`src/rtl/bds_pkg.sv`:
```
/*
  Shared constants for the bench monitor data source: register map, field positions,
  reset values, multiplex address ranges and the simulated unit patterns.
  Assumes a 32-bit AXI4-Lite register bus with byte addresses.
*/
package bds_pkg;
  // ----------------------------------------------------------------------
  // Register map
  // ----------------------------------------------------------------------
  localparam int AXI_AW = 8;
  localparam logic [AXI_AW-1:0] REG_CTRL = 8'h00;
  localparam logic [AXI_AW-1:0] REG_ADDR = 8'h04;
  localparam logic [AXI_AW-1:0] REG_DATA = 8'h08;
  localparam logic [AXI_AW-1:0] REG_PSEL = 8'h0C;
  localparam logic [AXI_AW-1:0] REG_STAT = 8'h10;
  localparam logic [AXI_AW-1:0] REG_CMD = 8'h14;
  localparam logic [3:0] STRB_ALL = 4'hF;
  localparam logic [1:0] RESP_OKAY = 2'h0;
  localparam logic [1:0] RESP_SLVERR = 2'h2;
  // ----------------------------------------------------------------------
  // Field positions
  // ----------------------------------------------------------------------
  localparam int CTRL_ANY_BIT = 0;
  localparam int CTRL_CLR_ADDR_BIT = 1;
  localparam int CTRL_CLR_DATA_BIT = 2;
  localparam int PSEL_UNIT_LSB = 0;
  localparam int PSEL_PORT_LSB = 2;
  localparam int PSEL_OVR_BIT = 4;
  localparam int STAT_BUSY_BIT = 8;
  localparam int STAT_PEND_BIT = 9;
  // ----------------------------------------------------------------------
  // Widths, addresses and reset values
  // ----------------------------------------------------------------------
  localparam int ADDR_W = 6;
  localparam int DATA_W = 21;
  localparam int WORD_W = 24;
  localparam int MUX_W = 8;
  localparam int CNT_W = 5;
  localparam logic [CNT_W-1:0] WORD_BITS = 5'h18;
  localparam logic [CNT_W-1:0] CNT_ONE = 5'h01;
  localparam logic [MUX_W-1:0] MUX_DIG_BASE = 8'h80;
  localparam logic [1:0] MUX_DIG_TOP = 2'h2;
  localparam logic [MUX_W-1:0] MUX_SERIAL = 8'h82;
  localparam logic [ADDR_W-1:0] ADDR_RESET = 6'h3F;
  localparam logic [DATA_W-1:0] DATA_RESET = 21'h1FFFFF;
  localparam logic [WORD_W-1:0] PAT_UNIT0 = 24'h000000;
  localparam logic [WORD_W-1:0] PAT_UNIT1 = 24'h555555;
  localparam logic [WORD_W-1:0] PAT_UNIT2 = 24'h333333;
  localparam logic [WORD_W-1:0] PAT_UNIT3 = 24'h777777;
endpackage

```
`src/rtl/bds_fifo.sv`:
```
/*
  Small synchronous FIFO with valid/ready on both sides; width and depth are parameters.
  Assumes one clock and an asynchronous active-low reset; depth is at least two.
*/
`timescale 1ns/1ns
module bds_fifo #(
  parameter int WIDTH = 21,
  parameter int DEPTH = 4
) (
  // Clock and reset
  input wire logic clk_in,
  input wire logic arst_n_in,
  // Fill side
  input wire logic in_valid_in,
  input wire logic [WIDTH-1:0] in_data_in,
  output logic in_ready_out,
  // Drain side
  output logic out_valid_out,
  output logic [WIDTH-1:0] out_data_out,
  input wire logic out_ready_in
);
  localparam int PW = $clog2(DEPTH);
  localparam int CW = $clog2(DEPTH + 1);
  localparam logic [PW-1:0] PTR_LAST = PW'(DEPTH - 1);
  localparam logic [CW-1:0] CNT_FULL = CW'(DEPTH);
  localparam logic [CW-1:0] CNT_STEP = CW'(1);

  typedef struct packed {
    logic [DEPTH-1:0][WIDTH-1:0] mem;
    logic [PW-1:0] wr;
    logic [PW-1:0] rd;
    logic [CW-1:0] cnt;
    logic in_ready;
    logic out_valid;
  } bds_fifo_state_t;

  bds_fifo_state_t st_reg;
  bds_fifo_state_t st_next;
  logic push;
  logic pop;

  assign push = in_valid_in && st_reg.in_ready;
  assign pop = out_ready_in && st_reg.out_valid;
  assign in_ready_out = st_reg.in_ready;
  assign out_valid_out = st_reg.out_valid;
  assign out_data_out = st_reg.mem[st_reg.rd];

  always_comb
  begin
    st_next = st_reg;
    if (push)
    begin
      st_next.mem[st_reg.wr] = in_data_in;
      st_next.wr = (st_reg.wr == PTR_LAST) ? '0 : st_reg.wr + PW'(1);
    end
    if (pop)
    begin
      st_next.rd = (st_reg.rd == PTR_LAST) ? '0 : st_reg.rd + PW'(1);
    end
    if (push && !pop)
    begin
      st_next.cnt = st_reg.cnt + CNT_STEP;
    end
    else if (pop && !push)
    begin
      st_next.cnt = st_reg.cnt - CNT_STEP;
    end
    st_next.in_ready = (st_next.cnt != CNT_FULL);
    st_next.out_valid = (st_next.cnt != '0);
  end

  always_ff @(posedge clk_in or negedge arst_n_in)
  begin
    if (!arst_n_in)
    begin
      st_reg <= '{in_ready: 1'b1, default: '0};
    end
    else
    begin
      st_reg <= st_next;
    end
  end
endmodule

```
`src/rtl/bds_bench_data_source.sv`:
```
/*
  Bench data source: forces a held binary monitor word into the local field interface
  unit, and answers antenna-side buffer requests as the port selector.
  Assumes an AXI4-Lite master on clk_in; all field pins are asynchronous to clk_in and
  the unit clock is far slower than clk_in.
*/
`timescale 1ns/1ns
// Functional notes
// - Forced binary monitor data is fed to the local unit instead of subsystem data.
// - Follows the unit's mux-state, command, clock and strobe lines; drives its data line.
// - Stored address is '00..'77; the real digital address adds '200.
// - Stored data spans '0000000..'7777777 and holds until changed.
// - Clear sets address to '77 and data to '7777777, each separately.
// - Select mode serves one stored address; any mode serves every digital address.
// - Address and data storage are independent of each other.
// - Port selector reads the unit switch and simulates every other unit.
// - Simulated words: unit 0..3 give 000000, 555555, 333333, 777777.
// - Hardwired unit address and buffer port can be changed by software.
// - Address '202 of the real unit always returns the antenna serial number.
// - Serial number comes from the two antenna identity switch digits.
// - A word starts only when the strobe rises while the unit's mux state matches the served address.
// - Digital points are '200..'277, each one 24-bit word.
module bds_bench_data_source #(
  parameter int FIFO_DEPTH = 4
) (
  // Clock and reset
  input wire logic clk_in,
  input wire logic arst_n_in,
  // AXI4-Lite register bus
  input wire logic [bds_pkg::AXI_AW-1:0] s_axi_awaddr_in,
  input wire logic s_axi_awvalid_in,
  output logic s_axi_awready_out,
  input wire logic [31:0] s_axi_wdata_in,
  input wire logic [3:0] s_axi_wstrb_in,
  input wire logic s_axi_wvalid_in,
  output logic s_axi_wready_out,
  output logic [1:0] s_axi_bresp_out,
  output logic s_axi_bvalid_out,
  input wire logic s_axi_bready_in,
  input wire logic [bds_pkg::AXI_AW-1:0] s_axi_araddr_in,
  input wire logic s_axi_arvalid_in,
  output logic s_axi_arready_out,
  output logic [31:0] s_axi_rdata_out,
  output logic [1:0] s_axi_rresp_out,
  output logic s_axi_rvalid_out,
  input wire logic s_axi_rready_in,
  // Field interface unit
  input wire logic [bds_pkg::MUX_W-1:0] sequence_mux_state_in,
  input wire logic [bds_pkg::WORD_W-1:0] fiu_cmd_data_in,
  input wire logic fiu_cmd_strobe_in,
  input wire logic fiu_bin_clk_in,
  input wire logic fiu_bin_strobe_in,
  output logic fiu_bin_data_out,
  output logic fiu_bin_active_out,
  // Port selector, antenna side buffer
  input wire logic [1:0] unit_address_switch_in,
  input wire logic [7:0] ant_id_switch_in,
  input wire logic asb_req_in,
  input wire logic [1:0] asb_unit_in,
  input wire logic [bds_pkg::MUX_W-1:0] asb_mux_in,
  output logic [bds_pkg::WORD_W-1:0] asb_word_out,
  output logic asb_real_out,
  output logic [1:0] asb_port_out,
  output logic asb_ack_out
);
  import bds_pkg::*;

  localparam int PAD_W = WORD_W - DATA_W;

  typedef struct packed {
    logic [MUX_W-1:0] mux_s1;
    logic [MUX_W-1:0] mux_s2;
    logic [2:0] bclk_s;
    logic [2:0] bstb_s;
    logic [2:0] cstb_s;
    logic [2:0] areq_s;
    logic [WORD_W-1:0] cmd_s1;
    logic [WORD_W-1:0] cmd_s2;
    logic [WORD_W-1:0] cmd_last;
    logic [1:0] unit_s1;
    logic [1:0] unit_s2;
    logic [1:0] sw_s1;
    logic [1:0] sw_s2;
    logic [MUX_W-1:0] amux_s1;
    logic [MUX_W-1:0] amux_s2;
    logic [7:0] ant_s1;
    logic [7:0] ant_s2;
    logic any_mode;
    logic ovr;
    logic [ADDR_W-1:0] addr;
    logic [DATA_W-1:0] data;
    logic [1:0] hw_unit;
    logic [1:0] port;
    logic busy;
    logic [WORD_W-1:0] shift;
    logic [CNT_W-1:0] cnt;
    logic bin_data;
    logic [WORD_W-1:0] asb_word;
    logic asb_real;
    logic [1:0] asb_port;
    logic asb_ack;
    logic aw_done;
    logic w_done;
    logic [AXI_AW-1:0] aw_addr;
    logic [31:0] w_data;
    logic [3:0] w_strb;
    logic awready;
    logic wready;
    logic bvalid;
    logic [1:0] bresp;
    logic arready;
    logic rvalid;
    logic [1:0] rresp;
    logic [31:0] rdata;
  } bds_state_t;

  // ----------------------------------------------------------------------
  // Decoding helpers
  // ----------------------------------------------------------------------
  function automatic logic reg_hit(input logic [AXI_AW-1:0] a);
    reg_hit = (a == REG_CTRL) || (a == REG_ADDR) || (a == REG_DATA) ||
              (a == REG_PSEL) || (a == REG_STAT) || (a == REG_CMD);
  endfunction

  function automatic logic is_digital(input logic [MUX_W-1:0] m);
    is_digital = (m[MUX_W-1:MUX_W-2] == MUX_DIG_TOP);
  endfunction

  function automatic logic [WORD_W-1:0] unit_pattern(input logic [1:0] u);
    case (u)
      2'h0: unit_pattern = PAT_UNIT0;
      2'h1: unit_pattern = PAT_UNIT1;
      2'h2: unit_pattern = PAT_UNIT2;
      default: unit_pattern = PAT_UNIT3;
    endcase
  endfunction

  bds_state_t st_reg;
  bds_state_t st_next;
  logic bclk_rise;
  logic bstb_rise;
  logic cstb_rise;
  logic areq_rise;
  logic match;
  logic load_go;
  logic [WORD_W-1:0] load_word;
  logic [1:0] hw_now;
  logic wr_go;
  logic fifo_push;
  logic fifo_in_ready;
  logic fifo_out_valid;
  logic [DATA_W-1:0] fifo_out_data;

  // ----------------------------------------------------------------------
  // Edge detection and serving decision
  // ----------------------------------------------------------------------
  assign bclk_rise = st_reg.bclk_s[1] && !st_reg.bclk_s[2];
  assign bstb_rise = st_reg.bstb_s[1] && !st_reg.bstb_s[2];
  assign cstb_rise = st_reg.cstb_s[1] && !st_reg.cstb_s[2];
  assign areq_rise = st_reg.areq_s[1] && !st_reg.areq_s[2];
  // Select mode serves only '200 plus the stored address; any mode serves every digital one.
  assign match = st_reg.any_mode ? is_digital(st_reg.mux_s2) :
                 (st_reg.mux_s2 == (MUX_DIG_BASE | {2'h0, st_reg.addr}));
  assign load_go = !st_reg.busy && bstb_rise && match;
  assign load_word = {{PAD_W{1'b0}}, st_reg.data};
  assign hw_now = st_reg.ovr ? st_reg.hw_unit : st_reg.sw_s2;

  // A DATA write waits for FIFO room, so a burst of writes stalls the bus, not the data.
  assign wr_go = st_reg.aw_done && st_reg.w_done && !st_reg.bvalid &&
                 ((st_reg.aw_addr != REG_DATA) || fifo_in_ready);
  assign fifo_push = wr_go && (st_reg.aw_addr == REG_DATA) && (st_reg.w_strb == STRB_ALL);

  bds_fifo #(
    .WIDTH(DATA_W),
    .DEPTH(FIFO_DEPTH)
  ) bds_fifo_inst (
    .clk_in(clk_in),
    .arst_n_in(arst_n_in),
    .in_valid_in(fifo_push),
    .in_data_in(st_reg.w_data[DATA_W-1:0]),
    .in_ready_out(fifo_in_ready),
    .out_valid_out(fifo_out_valid),
    .out_data_out(fifo_out_data),
    .out_ready_in(!st_reg.busy)
  );

  // ----------------------------------------------------------------------
  // Next state
  // ----------------------------------------------------------------------
  always_comb
  begin
    st_next = st_reg;
    st_next.mux_s1 = sequence_mux_state_in;
    st_next.mux_s2 = st_reg.mux_s1;
    st_next.bclk_s = {st_reg.bclk_s[1:0], fiu_bin_clk_in};
    st_next.bstb_s = {st_reg.bstb_s[1:0], fiu_bin_strobe_in};
    st_next.cstb_s = {st_reg.cstb_s[1:0], fiu_cmd_strobe_in};
    st_next.areq_s = {st_reg.areq_s[1:0], asb_req_in};
    st_next.cmd_s1 = fiu_cmd_data_in;
    st_next.cmd_s2 = st_reg.cmd_s1;
    st_next.unit_s1 = asb_unit_in;
    st_next.unit_s2 = st_reg.unit_s1;
    st_next.sw_s1 = unit_address_switch_in;
    st_next.sw_s2 = st_reg.sw_s1;
    st_next.amux_s1 = asb_mux_in;
    st_next.amux_s2 = st_reg.amux_s1;
    st_next.ant_s1 = ant_id_switch_in;
    st_next.ant_s2 = st_reg.ant_s1;
    st_next.asb_ack = 1'b0;

    if (cstb_rise)
    begin
      st_next.cmd_last = st_reg.cmd_s2;
    end

    // New data is taken only between words, so a word never mixes two values.
    if (!st_reg.busy)
    begin
      if (fifo_out_valid)
      begin
        st_next.data = fifo_out_data;
      end
      if (load_go)
      begin
        st_next.busy = 1'b1;
        st_next.shift = load_word;
        st_next.bin_data = load_word[WORD_W-1];
        st_next.cnt = WORD_BITS;
      end
    end
    else if (!st_reg.bstb_s[1])
    begin
      // Strobe dropped early: abandon the word rather than shift into the next state.
      st_next.busy = 1'b0;
    end
    else if (bclk_rise)
    begin
      st_next.shift = {st_reg.shift[WORD_W-2:0], 1'b0};
      st_next.bin_data = st_reg.shift[WORD_W-2];
      st_next.cnt = st_reg.cnt - CNT_ONE;
      if (st_reg.cnt == CNT_ONE)
      begin
        st_next.busy = 1'b0;
      end
    end

    // Port selector answer.
    if (areq_rise)
    begin
      st_next.asb_ack = 1'b1;
      st_next.asb_port = st_reg.port;
      st_next.asb_real = (st_reg.unit_s2 == hw_now);
      if (st_reg.unit_s2 != hw_now)
      begin
        st_next.asb_word = unit_pattern(st_reg.unit_s2);
      end
      else if (st_reg.amux_s2 == MUX_SERIAL)
      begin
        st_next.asb_word = {3{st_reg.ant_s2}};
      end
      else
      begin
        st_next.asb_word = '0;
      end
    end

    // AXI4-Lite write channel.
    if (s_axi_awvalid_in && st_reg.awready)
    begin
      st_next.aw_done = 1'b1;
      st_next.aw_addr = s_axi_awaddr_in;
    end
    if (s_axi_wvalid_in && st_reg.wready)
    begin
      st_next.w_done = 1'b1;
      st_next.w_data = s_axi_wdata_in;
      st_next.w_strb = s_axi_wstrb_in;
    end
    if (st_reg.bvalid && s_axi_bready_in)
    begin
      st_next.bvalid = 1'b0;
    end
    if (wr_go)
    begin
      st_next.aw_done = 1'b0;
      st_next.w_done = 1'b0;
      st_next.bvalid = 1'b1;
      st_next.bresp = reg_hit(st_reg.aw_addr) ? RESP_OKAY : RESP_SLVERR;
      if (st_reg.w_strb == STRB_ALL)
      begin
        case (st_reg.aw_addr)
          REG_CTRL:
          begin
            st_next.any_mode = st_reg.w_data[CTRL_ANY_BIT];
            if (st_reg.w_data[CTRL_CLR_ADDR_BIT])
            begin
              st_next.addr = ADDR_RESET;
            end
            if (st_reg.w_data[CTRL_CLR_DATA_BIT])
            begin
              st_next.data = DATA_RESET;
            end
          end
          REG_ADDR: st_next.addr = st_reg.w_data[ADDR_W-1:0];
          REG_PSEL:
          begin
            st_next.hw_unit = st_reg.w_data[PSEL_UNIT_LSB+:2];
            st_next.port = st_reg.w_data[PSEL_PORT_LSB+:2];
            st_next.ovr = st_reg.w_data[PSEL_OVR_BIT];
          end
          default: ;
        endcase
      end
    end
    st_next.awready = !st_next.aw_done && !st_next.bvalid;
    st_next.wready = !st_next.w_done && !st_next.bvalid;

    // AXI4-Lite read channel.
    if (st_reg.rvalid && s_axi_rready_in)
    begin
      st_next.rvalid = 1'b0;
    end
    if (s_axi_arvalid_in && st_reg.arready)
    begin
      st_next.rvalid = 1'b1;
      st_next.rresp = reg_hit(s_axi_araddr_in) ? RESP_OKAY : RESP_SLVERR;
      st_next.rdata = '0;
      case (s_axi_araddr_in)
        REG_CTRL: st_next.rdata[CTRL_ANY_BIT] = st_reg.any_mode;
        REG_ADDR: st_next.rdata[ADDR_W-1:0] = st_reg.addr;
        REG_DATA: st_next.rdata[DATA_W-1:0] = st_reg.data;
        REG_PSEL:
        begin
          st_next.rdata[PSEL_UNIT_LSB+:2] = st_reg.hw_unit;
          st_next.rdata[PSEL_PORT_LSB+:2] = st_reg.port;
          st_next.rdata[PSEL_OVR_BIT] = st_reg.ovr;
        end
        REG_STAT:
        begin
          st_next.rdata[MUX_W-1:0] = st_reg.mux_s2;
          st_next.rdata[STAT_BUSY_BIT] = st_reg.busy;
          st_next.rdata[STAT_PEND_BIT] = fifo_out_valid;
        end
        REG_CMD: st_next.rdata[WORD_W-1:0] = st_reg.cmd_last;
        default: ;
      endcase
    end
    st_next.arready = !st_next.rvalid;
  end

  always_ff @(posedge clk_in or negedge arst_n_in)
  begin
    if (!arst_n_in)
    begin
      st_reg <= '{addr: ADDR_RESET, data: DATA_RESET, default: '0};
    end
    else
    begin
      st_reg <= st_next;
    end
  end

  // ----------------------------------------------------------------------
  // Outputs
  // ----------------------------------------------------------------------
  assign s_axi_awready_out = st_reg.awready;
  assign s_axi_wready_out = st_reg.wready;
  assign s_axi_bresp_out = st_reg.bresp;
  assign s_axi_bvalid_out = st_reg.bvalid;
  assign s_axi_arready_out = st_reg.arready;
  assign s_axi_rdata_out = st_reg.rdata;
  assign s_axi_rresp_out = st_reg.rresp;
  assign s_axi_rvalid_out = st_reg.rvalid;
  assign fiu_bin_data_out = st_reg.bin_data;
  assign fiu_bin_active_out = st_reg.busy;
  assign asb_word_out = st_reg.asb_word;
  assign asb_real_out = st_reg.asb_real;
  assign asb_port_out = st_reg.asb_port;
  assign asb_ack_out = st_reg.asb_ack;
endmodule

```
`config.mk`:
```
export PLATFORM = sky130hd
export DESIGN_NAME = bds_bench_data_source
export DESIGN_NICKNAME = d
export VERILOG_FILES = /design/src/rtl/bds_pkg.sv /design/src/rtl/bds_fifo.sv /design/src/rtl/bds_bench_data_source.sv
export SDC_FILE = /design/constraint.sdc
export NUM_CORES = 1
export LEC_CHECK = 0
export BUFFER_PORTS_ARGS = -buffer_cell sky130_fd_sc_hd__buf_2
export CAP_MARGIN = 15
export CORE_MARGIN = 1
export CORE_UTILIZATION = 52
export DETAILED_ROUTE_END_ITERATION = 10
export GPL_TIMING_DRIVEN = 0
export PLACE_DENSITY_LB_ADDON = 0.1
export SYNTH_ARGS = -nofsm -noshare
export SYNTH_HDL_FRONTEND = slang
export SYNTH_SLANG_ARGS = --single-unit
export TNS_END_PERCENT = 1
```
`constraint.sdc`:
```
create_clock -name clk_in -period 2.1 [get_ports clk_in]
set_input_delay 0.105 -clock clk_in [delete_from_list [all_inputs] [get_ports clk_in]]
set_output_delay 0.105 -clock clk_in [all_outputs]
set_load 0.03 [all_outputs]
```
==> summary.txt <==
Timing
  – Period utilisation layout: 1.071
  – RSZ-0062 raised after global routing: yes
  – Slew Limit Headroom: 0.5510
  – Fmax: 0.4447 GHz
  – Worst-Margin Slew: 673.5 ps
  – Final setup viols: 124
  – Final Max Tran Viols: 0
  – Hold Vio Cnt, Final: 0
  – Period minus WS final: 2249 ps
  – Worst Skew: 13.56 ps
  – Final WS setup: -148.9 ps

Worst setup path
  – R2R Path End: st_reg[178]
  – Reg2reg setup slack: -150 ps
  – Worst-path fanout max: 5
  – CP startpoint: st_reg[78]
  – Critical Path End Type: flip-flop
  – CP Data Required Time: 2510 ps
  – Crit start category: flip-flop
  – R2R cell count: 6
  – Reg-to-Reg Start: st_reg[78]
  – Critical setup path kind: reg2reg
  – Arr. time, crit path: 2660 ps

Synthesis
  – Register area share after synthesis: 0.6365
  – Mapped Avg Cell Area: 13.66 um2
  – Mapped cell area: 14,760 um2
  – Yosys Warn Count: 0
  – Fraction of registers with async set or reset after synthesis: 1.000
  – Top FF cell, synth: dfrtp_1
  – Netlist cell types: 61
  – #FFs+latches synth: 374
  – Post-Syn Instances: 1,080
  – Post-synth EDFFs: 0

Routing
  – WL per Instance: 17.67 um
  – Drc violations: 0
  – Post-Route WL: 32.00 mm
  – DR vias/cell: 5.119
  – Final ANT Viol Nets: 0
  – DR vias: 9,270
  – Drt pass-1 iters: 7
  – Iteration-0 DRC Markers: 560

Min path
  – Hold Crit Depth: 3
  – Worst min-delay path category: in2reg
  – Endpoint, Worst Hold: s_axi_rresp_out[1]
  – Hold_sp: s_axi_araddr_in[4]

Power and ir drop
  – Sw Share: 0.2709
  – Leak: 0.008912 uW
  – Peak VDD IR: 0.8016 mV
  – Share of total power in the clock network: 0.373
  – PwrDens: 1010 nW/um2
  – Total power: 18,950 uW
  – Combinational Power Share: 0.165
  – Switching power total: 5133 uW
  – Design internal power: 13,820 uW
  – Reg power frac: 0.462

Clocking
  – Clk Latency, worst-skew pair: 530 ps
  – Worst-path clk slew: 70 ps
  – TritonCTS buffer count: 39
  – Clock buffer depth: 3
  – H-tree depth: 2
  – Clock Tree Root: clkbuf_16
  – CTS tree: done
  – CTS Sinks: 374

Cells and area
  – Commonest non-fill, non-tap cells in the layout: dfrtp_1, buf_2, mux2_2, nand2_1, dlygate4sd3_1
  – Layout cell share with drive strength beyond 1: 0.3908
  – Fillers: 2,073
  – Antenna Cells: 0
  – Max FFs per register: 155
  – Synthesis-to-finish area growth: 27.10%
  – Most common cell after layout, fill and taps aside: dfrtp_1
  – Net count reported at finish: 1,527

Floorplanning
  – Die area: 29,060 um2
  – Initial Util: 0.5298
  – Die width: 170.5 um
  – Die Ht: 170.5 um
  – Core area: 27,860 um2
  – FP Rows: 61
  – IO Pins: 186

Run
  – Max Cap Viol: 0

GRT
  – Largest net degree at the start of global routing: 121
  – All-Layer GR Usage: 0.2299
  – Initial antenna violation count: 0
  – Vias in the first global route: 9,372
  – First-pass GRT wire length: 50.95 mm
  – Grt ovf: 0

Place
  – Port Buffers: 163
  – Routability cong.: 0.8569
  – Setup WS pre-CTS: -476.9 ps
  – Detailed placer's ending HPWL: 21.02 mm

Outcome
  – Outcome: finished, violations left
  – Failing checks: setup timing
[worst max-delay path by stage]
stage                                              to  slack (ps)  cells past startpoint
after CTS                 bds_fifo_inst.out_valid_out        -130                     10
after detailed placement                load_word[16]        -480                      6
after global placement             fiu_bin_active_out       -6900                      1
final                                     st_reg[178]        -150                      6
after floorplan              bds_fifo_inst.st_reg[65]         -40                      6
after global routing      bds_fifo_inst.out_valid_out        -200                      9
[cell usage after synthesis (5+ instances only)]
cell       instances  area [um2]
nor4_1             5       31.28
buf_1              7       26.28
a221oi_1          17       148.9
buf_2              5       25.02
a31oi_1            9       56.30
nor2b_1            7       43.79
xor2_1             8       70.07
clkbuf_1          35       131.4
dfstp_2           28       735.7
nand2_1          126       473.0
buf_4             62       465.5
buf_6              8       90.09
dfrtp_1          346        8658
ha_1               9       112.6
a21oi_1            9       45.04
a22oi_1            9       67.56
inv_1             20       75.07
mux2_4             9       135.1
o21ai_0           11       55.05
mux2_2           137        1543
a2bb2oi_1          5       43.79
o221a_2           18       202.7
xnor2_1            5       43.79
mux2i_1           13       130.1
nand3_1           29       145.1
mux4_2            21       473.0
nand2b_1           5       31.28
nor3_1             7       35.03
nor2_1            58       217.7
[metal layers]
layer	wire, um	share of wire	up-vias	GRT usage
met4	579	0.018	0	0.05954
met1	14540	0.45	4680	0.3199
met2	15630	0.49	201	0.3760
met3	1251	0.039	45	0.03953
met5	0	0	-	0
li1	-	-	4344	-
[critical path, stage by stage (launching register included)]
cell     delay [ps]
dfrtp_1         370
or4_4           600
buf_4           170
nor4_4          270
and2_4          250
nor2b_1         140
mux2_2          330
[power by group through the flow]
stage / registers (uW) / clock network (uW) / logic, uW
4_1_cts: 8760 / 7190 / 3120
3_5_place_dp: 8870 / 0 / 2890
6_report: 8760 / 7060 / 3130
2_1_floorplan: 8650 / 0 / 2040
5_1_grt: 8870 / 7520 / 3430
3_3_place_gp: 8840 / 0 / 2810
[kinds of logic after synthesis]
family	Yosys count	share of synthesized area
simple gates	269	0.08512
fa+ha+maj	11	0.008987
xor+xnor	13	0.007715
buf+inv	137	0.05511
mux	182	0.1561
flops	374	0.6365
other cells	1	0.0002541
compound gates	93	0.05019
[through the flow]
stage | setup TNS (ps) | cells | area (um2) | hold slack, ps | util
after CTS | -8986 | 1809 | 18700 | 8.847 | 0.6711
after detailed placement | -46650 | 1633 | 16210 | 8.110 | 0.5820
after global routing | -14570 | 1811 | 18760 | 44.09 | 0.6733
final | -8780 | 1811 | 18760 | 42.34 | 0.6733
after global placement | -2302980 | 1630 | 16120 | 212.3 | 0.5787
after floorplan | -1163 | 1089 | 14830 | -190.6 | -
[cell type report]
cell class                      count  area, um2  share of cell area
Sequential cell                   374       9398              0.5010
Multi-Input combinational cell    578       4676              0.2493
Timing Repair Buffer              273       1984              0.1058
Clock buffer                       60       1167             0.06224
Buffer                            117      825.8             0.04403
Tap cell                          378      473.0             0.02522
Clock inverter                     11      157.7            0.008405
Inverter                           20      75.07            0.004002
[repair_timing]
| action | in CTS | in global routing |
|---|---|---|
| hold endpoints to repair | 441 | 0 |
| gates resized for setup | 37 | 17 |
| setup endpoints to repair | 143 | 144 |
| hold buffers | 95 | 0 |
| pin swaps | 5 | 7 |
| gates cloned | 2 | 0 |
| buffers inserted | 8 | 2 |
Power figures use the tool's default switching activity.
